--- config.mk ---
export PLATFORM = sky130hd
export DESIGN_NAME = bias_startup_sequencer
export DESIGN_NICKNAME = d
export VERILOG_FILES = /design/src/design/bias_startup_sequencer.v
export VERILOG_INCLUDE_DIRS = /design/src /design/src/design
export SDC_FILE = /design/constraint.sdc
export NUM_CORES = 1
export LEC_CHECK = 0
export BUFFER_PORTS_ARGS = -buffer_cell sky130_fd_sc_hd__buf_2
export CORE_ASPECT_RATIO = 1.4
export CORE_MARGIN = 2
export CORE_UTILIZATION = 25
export DETAILED_ROUTE_END_ITERATION = 16
export GPL_ROUTABILITY_DRIVEN = 0
export GPL_TIMING_DRIVEN = 0
export PLACE_DENSITY = 0.49
export SETUP_SLACK_MARGIN = 0.1
export SLEW_MARGIN = 20
export SYNTH_ARGS = -nofsm -noshare
export SYNTH_HDL_FRONTEND = slang
export SYNTH_SLANG_ARGS = --single-unit
--- constraint.sdc ---
create_clock -name CLK -period 1.63 [get_ports CLK]
set_input_delay 0.163 -clock CLK [delete_from_list [all_inputs] [get_ports CLK]]
set_output_delay 0.163 -clock CLK [all_outputs]
set_load 0.02 [all_outputs]
--- src/design/bias_seq_map.vh ---
`ifndef BIAS_SEQ_MAP_VH
`define BIAS_SEQ_MAP_VH
// Sequencer states
`define ST_OFF        3'h0
`define ST_STARTUP    3'h1
`define ST_SOFTSTART  3'h2
`define ST_RUN        3'h3
`define ST_FAULT      3'h4
// Startup timeout in ns, and its count at 10 ns per cycle
`define CLK_PERIOD_NS 10
`define STARTUP_TIMEOUT_NS 700000
`define STARTUP_TIMEOUT_CYC (`STARTUP_TIMEOUT_NS / `CLK_PERIOD_NS)
// Status and mask bit positions
`define EV_UVLO_REL   0
`define EV_REF_LOSS   1
`define EV_FAULT      2
`define EV_TIMEOUT    3
`define EV_WIDTH      4
// Register offsets
`define ADDR_STATUS   4'h0
`define ADDR_MASK     4'h1
`define ADDR_STATE    4'h2
`define ADDR_CONFIG   4'h3
// Reset values
`define MASK_RST      4'h0
`define CONFIG_RST    1'h0
`endif

--- src/design/bias_startup_sequencer.v ---
// Operation
// - Reference bias stays off until lockout releases at supply turn-on.
// - Reference power-good loss stops switching, drops reference, forces restart.
// - Lockout releases at turn-on level, reasserts at turn-off level.
// - In startup, both power-path switches tie sense and bias pins to supply.
// - Discriminator and switching enabled only after supply startup completes.
// - At turn-on, open startup switches then connect gate-bias regulator.
// - Startup limit high below short-detect level, low above it.
// - Tuning threshold high when strap high, low when strap low.
// - Gate-bias pin open or shorted during startup enters fault.
// - Gate-bias overvoltage in run state enters fault.
// - Startup includes timeout timer that may lengthen soft start; here the timer only ends soft start, moving to run at TIMEOUT_CYC.
//
// The implementer's own choices: the register offsets and the strobed register port.
`include "bias_seq_map.vh"
module bias_startup_sequencer #(
    parameter TIMEOUT_CYC = `STARTUP_TIMEOUT_CYC
) (
    input  wire       CLK,            // 100 MHz clock
    input  wire       RST_B,          // Async reset, active low
    input  wire       SUPPLY_ON,      // Supply above turn-on level
    input  wire       SUPPLY_OFF,     // Supply below turn-off level
    input  wire       SUPPLY_SHORT_OK,// Supply above short-detect level
    input  wire       REF_GOOD,       // Reference rail above power-good
    input  wire       GATE_RAIL_FAULT,// Gate-bias pin open or shorted
    input  wire       GATE_RAIL_OV,   // Gate-bias rail overvoltage
    input  wire       SOFTSTART_DONE, // Output soft start finished
    input  wire       TUNE_STRAP,     // Tuning threshold strap
    input  wire [3:0] ADDR,           // Register address
    input  wire [7:0] WDATA,          // Register write data
    input  wire       WR,             // Write strobe
    input  wire       RD,             // Read strobe
    output reg  [7:0] RDATA,          // Read data, one cycle later
    output wire       IRQ,            // Level interrupt
    output reg        UVLO,           // Lockout active
    output reg        SENSE_PATH_ON,  // Sense pin tied to supply
    output reg        BIAS_PATH_ON,   // Bias pin tied to supply
    output reg        GATE_REG_ON,    // Gate-bias regulator connected
    output reg        LIMIT_HIGH,     // High startup limit resistance
    output reg        REF_EN,         // Reference bias enable
    output reg        SWITCH_EN,      // Switching and discriminator enable
    output reg        FAULT,          // Fault indication
    output reg        TUNE_HIGH,      // High tuning threshold selected
    output reg        TIMEOUT         // Startup timeout expired
);
    reg         rst_s1_reg;
    reg         rst_s2_reg;
    wire        rst_b = rst_s2_reg;
    reg  [2:0]  state_reg;
    reg  [2:0]  state_next;
    reg  [16:0] timer_reg;
    reg  [3:0]  status_reg;
    reg  [3:0]  mask_reg;
    reg         hold_reg;
    reg         strap_reg;
    wire [3:0]  ev;
    // Decoded next and current state, shared by the output registers
    wire        nx_lock;
    wire        nx_active;
    wire        nx_fault;
    wire        cur_soft;
    wire        tmo_hit;

    // Lockout covers the idle and startup states; fault keeps its own flag
    assign nx_lock   = (state_next == `ST_STARTUP) || (state_next == `ST_OFF);
    // Reference and regulator live only in soft start and run
    assign nx_active = (state_next == `ST_SOFTSTART) || (state_next == `ST_RUN);
    assign nx_fault  = (state_next == `ST_FAULT);
    // Timer end point, seen only while soft start lasts
    assign cur_soft  = (state_reg == `ST_SOFTSTART);
    assign tmo_hit   = (timer_reg == TIMEOUT_CYC[16:0]);

    // Reset release synchroniser
    always @(posedge CLK or negedge RST_B) begin
        if (!RST_B) begin
            rst_s1_reg <= 1'b0;
            rst_s2_reg <= 1'b0;
        end else begin
            rst_s1_reg <= 1'b1;
            rst_s2_reg <= rst_s1_reg;
        end
    end

    // Next state
    always @* begin
        state_next = state_reg;
        case (state_reg)
            `ST_OFF: begin
                state_next = `ST_STARTUP;
            end
            `ST_STARTUP: begin
                if (GATE_RAIL_FAULT)
                    state_next = `ST_FAULT;
                else if (SUPPLY_ON)
                    state_next = `ST_SOFTSTART;
            end
            `ST_SOFTSTART: begin
                if (SUPPLY_OFF)
                    state_next = `ST_STARTUP;
                else if (!REF_GOOD)
                    state_next = `ST_STARTUP;
                else if (SOFTSTART_DONE || timer_reg == TIMEOUT_CYC[16:0])
                    state_next = `ST_RUN;
            end
            `ST_RUN: begin
                if (GATE_RAIL_OV)
                    state_next = `ST_FAULT;
                else if (SUPPLY_OFF)
                    state_next = `ST_STARTUP;
                else if (!REF_GOOD)
                    state_next = `ST_STARTUP;
            end
            `ST_FAULT: begin
                if (SUPPLY_OFF)
                    state_next = `ST_STARTUP;
            end
            default: state_next = `ST_OFF;
        endcase
    end

    // State, timer and strap capture
    always @(posedge CLK or negedge rst_b) begin
        if (!rst_b) begin
            state_reg <= `ST_OFF;
            timer_reg <= 17'h0;
            hold_reg  <= 1'b0;
            strap_reg <= 1'b0;
        end else begin
            state_reg <= state_next;
            hold_reg  <= 1'b1;
            // Strap caught once after reset release
            if (!hold_reg)
                strap_reg <= TUNE_STRAP;
            if (state_reg != `ST_SOFTSTART)
                timer_reg <= 17'h0;
            else if (timer_reg != TIMEOUT_CYC[16:0])
                timer_reg <= timer_reg + 17'h1;
        end
    end

    // Registered control outputs, one process per output group.
    // UVLO, the paths, REF_EN and FAULT look at the next state so they change with the state
    // register, not one clock behind it.

    always @(posedge CLK or negedge rst_b) begin
        if (!rst_b)
            UVLO <= 1'b1;
        else
            UVLO <= nx_lock || nx_fault;
    end

    // startup paths closed
    // Paths stay open in fault so a shorted rail is not fed from supply
    always @(posedge CLK or negedge rst_b) begin
        if (!rst_b) begin
            SENSE_PATH_ON <= 1'b1;
            BIAS_PATH_ON  <= 1'b1;
        end else begin
            SENSE_PATH_ON <= nx_lock;
            BIAS_PATH_ON  <= nx_lock;
        end
    end

    // regulator after paths open
    // Waits on the path register so regulator and paths never overlap
    always @(posedge CLK or negedge rst_b) begin
        if (!rst_b)
            GATE_REG_ON <= 1'b0;
        else
            GATE_REG_ON <= nx_active && !SENSE_PATH_ON;
    end

    // limit resistance select
    // Follows the short comparator; high limit protects a shorted supply
    always @(posedge CLK or negedge rst_b) begin
        if (!rst_b)
            LIMIT_HIGH <= 1'b1;
        else
            LIMIT_HIGH <= !SUPPLY_SHORT_OK;
    end

    // reference after lockout release
    // Reference good is not blanked: the comparator must settle in a cycle
    always @(posedge CLK or negedge rst_b) begin
        if (!rst_b)
            REF_EN <= 1'b0;
        else
            REF_EN <= nx_active;
    end

    // switching after startup
    // Same gating as the regulator, so the discriminator sees a biased rail
    always @(posedge CLK or negedge rst_b) begin
        if (!rst_b)
            SWITCH_EN <= 1'b0;
        else
            SWITCH_EN <= nx_active && !SENSE_PATH_ON;
    end

    // fault flag
    // Held for as long as the state machine stays in fault
    always @(posedge CLK or negedge rst_b) begin
        if (!rst_b)
            FAULT <= 1'b0;
        else
            FAULT <= nx_fault;
    end

    // tuning threshold
    // Pin value on the first cycle, the captured strap afterwards
    always @(posedge CLK or negedge rst_b) begin
        if (!rst_b)
            TUNE_HIGH <= 1'b0;
        else
            TUNE_HIGH <= hold_reg ? strap_reg : TUNE_STRAP;
    end

    // timeout pulse
    // One cycle wide, as the state leaves soft start on the same edge
    always @(posedge CLK or negedge rst_b) begin
        if (!rst_b)
            TIMEOUT <= 1'b0;
        else
            TIMEOUT <= cur_soft && tmo_hit;
    end

    assign ev[`EV_UVLO_REL] = (state_reg == `ST_STARTUP) && (state_next == `ST_SOFTSTART);
    assign ev[`EV_REF_LOSS] = ((state_reg == `ST_SOFTSTART) || (state_reg == `ST_RUN))
                              && !REF_GOOD;
    assign ev[`EV_FAULT]    = (state_reg != `ST_FAULT) && (state_next == `ST_FAULT);
    assign ev[`EV_TIMEOUT]  = (state_reg == `ST_SOFTSTART)
                              && (timer_reg == TIMEOUT_CYC[16:0]) && !TIMEOUT;

    // Sticky status, write one to clear, set wins
    genvar i;
    generate
        for (i = 0; i < `EV_WIDTH; i = i + 1) begin : g_stat
            always @(posedge CLK or negedge rst_b) begin
                if (!rst_b)
                    status_reg[i] <= 1'b0;
                else if (ev[i])
                    status_reg[i] <= 1'b1;
                else if (WR && ADDR == `ADDR_STATUS && WDATA[i])
                    status_reg[i] <= 1'b0;
            end
        end
    endgenerate

    // Register map seen by software:
    //   0 status, write one to clear
    //   1 interrupt mask, same layout as status
    //   2 state snapshot with the main control levels
    //   3 captured tuning strap
    // Unmapped addresses read zero and ignore writes.
    // Mask write and read data
    always @(posedge CLK or negedge rst_b) begin
        if (!rst_b) begin
            mask_reg <= `MASK_RST;
            RDATA    <= 8'h00;
        end else begin
            if (WR && ADDR == `ADDR_MASK)
                mask_reg <= WDATA[3:0];
            RDATA <= 8'h00;
            if (RD) begin
                case (ADDR)
                    `ADDR_STATUS: RDATA <= {4'h0, status_reg};
                    `ADDR_MASK:   RDATA <= {4'h0, mask_reg};
                    `ADDR_STATE:  RDATA <= {FAULT, SWITCH_EN, REF_EN, UVLO, 1'b0, state_reg};
                    `ADDR_CONFIG: RDATA <= {7'h00, strap_reg};
                    default:      RDATA <= 8'h00;
                endcase
            end
        end
    end

    // Interrupt level
    assign IRQ = |(status_reg & mask_reg);

endmodule // bias_startup_sequencer

# Word level (Yosys, flattened, before mapping)
# Index checks and enable logic that the tools add are counted.
totals:
  ff_bits: 47
  input_bits: 24
  out_inout_bits: 19
  wordCells: 89
classes:
  addsub: 1
  n_eq_ne: 15
  muxes: 23
  bitwise: 1
  reduce_logical: 30
ops:
  columns: ["op", "count"]
  rows:
  - ["2-to-1 mux 17 bit", 2]
  - ["one-hot mux 8 bit (4 select lines)", 1]
  - ["2-to-1 mux 3 bit", 9]
  - ["adder 17 x 1 -> 17 bit (second input constant)", 1]
  - ["equality test 17 bit (second input constant)", 1]
  - ["inequality test 17 bit (second input constant)", 1]
  - ["one-hot mux 3 bit (5 select lines)", 1]
  - ["equality test 3 x 2 -> 1 bit (second input constant)", 4]
  - ["logical AND 1 bit", 12]
  - ["nonzero test 2 bit", 5]
  - ["2-to-1 mux 1 bit", 9]
  - ["equality test 4 x 2 -> 1 bit (second input constant)", 2]
  - ["2-to-1 mux 8 bit", 1]
  - ["equality test 3 x 1 -> 1 bit (second input constant)", 2]
  - ["equality test 3 bit (second input constant)", 2]
  - ["zero test 3 bit", 2]
  - ["logical OR 1 bit", 5]
  - ["bitwise AND 4 bit", 1]
  - ["equality test 4 x 1 -> 1 bit (second input constant)", 1]
  - ["zero test 1 bit", 4]
  - ["zero test 4 bit", 1]
  - ["OR reduction 4 bit", 1]
  - ["inequality test 3 x 2 -> 1 bit (second input constant)", 1]
  - ["inequality test 3 bit (second input constant)", 1]

# Longest topological paths before layout
depth:
  word_depth: 9
  depth_mapped: 6
  ltp_nobuf: 6

# Worst setup path after synthesis
# OpenSTA, ideal clock, no wires.
synth_path:
  path_type: "reg2reg"
  startpoint: "reg timer_reg[0]"
  endpoint: "reg status_reg[3]"
  setup_time_ps: 76
  arrival_ps: 1458
  t_required_ps: 1554
  path_slack_ps: 95
  path_stages_with_launch: 7
  path_buffers: 0
  period_less_slack_ps: 1535
  path_cell_list: "dfrtp_1 inv_1 ha_1 nor4bb_1 nand4_2 or2_1 o21ai_1"
synth_between:
  elab_chain_cells: 4
  word_cells_on_any_way: 5
  classes_between: "1 x eq/ne; 1 x mux; 3 x reduce/logical"
synth_lines:
  columns: ["element", "line_no", "text"]
  rows:
  - ["start: declaration", "bias_startup_sequencer.v:51", "reg [16:0] timer_reg;"]
  - ["start signal: assignment", "bias_startup_sequencer.v:137", "timer_reg <= timer_reg + 17'h1;"]
  - ["equality test 17 bit *", "bias_startup_sequencer.v:232", "&& (timer_reg == TIMEOUT_CYC[16:0]) && !TIMEOUT;"]
  - ["logical AND 1 bit * (2 in series)", "bias_startup_sequencer.v:231", "assign ev[`EV_TIMEOUT] = (state_reg == `ST_SOFTSTART)"]
  - ["2-to-1 mux 1 bit or nonzero test 2 bit (tied branches)", null, null]
  - ["end signal: indexed assignment", "bias_startup_sequencer.v:240", "status_reg[i] <= 1'b0;"]
  - ["end signal: indexed assignment", "bias_startup_sequencer.v:242", "status_reg[i] <= 1'b1;"]
  - ["end signal: indexed assignment", "bias_startup_sequencer.v:244", "status_reg[i] <= 1'b0;"]
  - ["end: declaration", "bias_startup_sequencer.v:52", "reg [3:0] status_reg;"]
# Mark *: on every way between the ends. The rest lies on a longest branch, timed or not.
# A chain may end at the register's enable or synchronous reset.

# Worst setup path after layout
layout_path:
  startpoint: "reg timer_reg[0]"
  endpoint: "reg timer_reg[16]"
layout_between:
  elab_chain_cells: 3
  word_cells_on_any_way: 5
  classes_between: "1 x add/sub; 1 x eq/ne; 2 x mux; 1 x reduce/logical"
layout_lines:
  columns: ["element", "line_no", "text"]
  rows:
  - ["adder 17 x 1 -> 17 bit", "bias_startup_sequencer.v:137", null]
  - ["2-to-1 mux 17 bit", "bias_startup_sequencer.v:136", "else if (timer_reg != TIMEOUT_CYC[16:0])"]
  - ["2-to-1 mux 17 bit", "bias_startup_sequencer.v:134", "if (state_reg != `ST_SOFTSTART)"]
# Parallel ways exist; a longest one is shown, timed or not. The select of a mux whose other input is x is not followed.

==> reports/qor.yml <==
global_route:
  grt_max_degree: 33
  grt_pass1_wl_um: 7872
  overflow: 0
  antenna_found_initial: 0
  use_met3: 0.02136
  grtUsageTotal: 0.1104
  grt.met2_usage: 0.1919
  top_usage_layer: "met2"
  grt_pass1_vias: 1634
  gr-usage-met1: 0.1209
floorplan:
  rows: 40
  fp.dieW_um: 82.44
  core_um2: 8458
  fp.dieH_um: 113.8
  die_area_um2: 9382
  start_util: 0.2546
  ios: 43
worst_hold_path:
  worstHoldStart: "SUPPLY_OFF"
  hold_path_depth: 2
  hold_path_class: "in -> reg"
  min_to: "FAULT"
status:
  status: "complete, no violations"
sta:
  post-route-period-util: 0.9510
  fin_hold_ws_ns: 0.08834
  setup_viol: 0
  skew_ns: 0.006185
  grt_setup_unrepaired: "yes"
  worstMarginPinSlew_ns: 0.6292
  layout_setup_ws_ns: 0.07989
  hold_viol: 0
  relSlewSlack: 0.5797
  drv_slew: 0
  fmax_mhz: 645.1
  layout_min_cycle_time_ns: 1.550
setup_path:
  crit_fanout: 5
  startpoint_type: "register"
  arrival_ns: 1.76
  reg2reg_depth: 5
  critPathKind: "reg -> reg"
  r2r_start: "timer_reg[0]"
  r2r_slack_ns: 0.08
  cp_cell_sequence: "ha_2 -> and4_4 -> nand3_1 -> or3_1 -> a21oi_1"
  worstPathRequired_ns: 1.84
  crit_path_start: "timer_reg[0]"
  r2r_end: "timer_reg[16]"
  slowest_delay_ns: 0.41
  endpoint_kind: "register"
  cpMaxStageDelayCell: "dfrtp_1"
yosys:
  synth_largest_area_cell: "dfrtp_1"
  synth_seq_cells: 47
  yosysWarnings: 0
  synthTopCellsByArea: "dfrtp_1, dfstp_2, nor2_1, o21ai_0, xor2_1"
  avgSynthCellArea_um2: 10.61
  ys_seq_area_frac: 0.5479
  ys_types: 46
  synth_cells: 203
  yosys.area.top_type_share: 0.5113
  synth_area_um2: 2153
clock_tree:
  htree_num_levels: 2
  cts_tree: "done"
  clk_pin_slew_ns: 0.06
  cts_buffers: 5
  cts.sinks: 47
  clockRootBuffer: "clkbuf_16"
  clockBufferDepth: 2
  worst_skew_pair.late_latency_ns: 0.29
layout:
  drive_gt1_frac: 0.3191
  final_cells: 362
  largest_register_ffs: 17
  syn_to_final_growth_pct: 27.72
  post-route-util: 0.3251
  finalNetCount: 282
  fillers: 863
  diodes: 0
  final_common_cell: "dfrtp_1"
  mostFrequentLayoutCells: "dfrtp_1, buf_2, nor2_1"
detailed_routing:
  ant_nets: 0
  drt_wl_total_um: 4659
  vias: 1627
  viasPerCell: 4.494
  drc: 0
  first_pass_iters: 4
  wl_per_cell_um: 12.87
  drt_iter0_drc: 54
power_and_ir_drop:
  p_leak_nw: 1.249
  peakVddDrop_mv: 0.5674
  powerDensity_nw_per_um2: 1120
  power_w: 0.003080
placement:
  dp_cells: 346
  io_buffers: 36
  hpwlAfterDp_um: 3351
  place_worst_setup_slack_ns: -0.02590
job:
  drv_cap: 0
-- worst max path at each step --
stage / slack (ns) / cells past startpoint / to
2_1_floorplan: 0.13 / 6 / status_reg[3]
3_3_place_gp: -0.37 / 0 / RDATA[5]
3_5_place_dp: -0.03 / 6 / status_reg[3]
4_1_cts: 0.07 / 5 / timer_reg[16]
5_1_grt: -0.02 / 7 / timer_reg[0]
6_report: 0.08 / 5 / timer_reg[16]
-- final cells by class --
cell class              count  area (um2)  area share
repair buffers             45       265.3     0.09645
clock inverters             1       5.005    0.001820
clock buffers               7       142.6     0.05187
flip-flops and latches     47        1185      0.4308
multi-input cells         137       918.4      0.3339
well taps                 105       131.4     0.04777
inverters                  10       37.54     0.01365
plain buffers              10       65.06     0.02366
-- synth_stat cells, drive strengths merged --
cell type,instances
nand2,13
nor2,19
dfstp,3
nor4,1
nor4b,1
a21o,1
and2,4
or2,1
ha,2
or4b,1
and3,1
nor4bb,1
nand2b,2
inv,10
a21oi,8
nand4,6
o221a,1
a22oi,2
mux2,4
dfrtp,44
xnor2,3
a31oi,1
nor3,3
clkbuf,4
nor3b,1
nand3,11
or3,5
nor2b,6
and4,5
buf,6
conb,1
xor2,7
a311oi,1
nand4b,1
o21ai,14
nand3b,2
a211oi,1
o41ai,2
mux2i,4
-- per-layer routing --
| metal | up-vias | wire [um] |
|---|---|---|
| met2 | 18 | 2567 |
| li1 | 810 | - |
| met5 | - | 0 |
| met1 | 791 | 1845 |
| met4 | 0 | 133 |
| met3 | 8 | 112 |
-- power breakdown --
group	internal, W	switching (W)	total, W
Clock	0.000608	0.000417	0.00102
Sequential	0.00132	0.0000974	0.00141
Combinational	0.000271	0.000371	0.000642
-- stage by stage --
step,setup TNS [ns],instance area [um2]
after detailed placement,-0.02590,2496
after global routing,-0.04325,2750
after CTS,0,2730
after floorplan,0,2163
after global placement,-15.26,2475
final,0,2750
-- critical path: cells and delay by family (launching register included) --
kind / cells / cell delay [ns]
simple gates: 3 / 0.67
compound gates: 1 / 0.14
fa+ha+maj: 1 / 0.25
flops: 1 / 0.41
-- cells by family after synthesis --
logic type | count (synthesis) | share of synthesized area
and+or+nand+nor | 84 | 0.2260
DFF | 47 | 0.5479
AOI/OAI and AO/OA | 31 | 0.08542
buffers and inverters | 20 | 0.04706
xor gates and xnor gates | 10 | 0.04068
muxes | 8 | 0.03951
adders and majority gates | 2 | 0.01162
other | 1 | 0.001742
-- timing repair --
item	4_1_cts	5_1_grt
pin swaps	3	0
hold buffers	2	0
resized for setup	4	9
setup buffers	6	0
endpoints found under the setup margin	15	10
hold endpoints to repair	3	0
(Power assumes the default switching activity.)
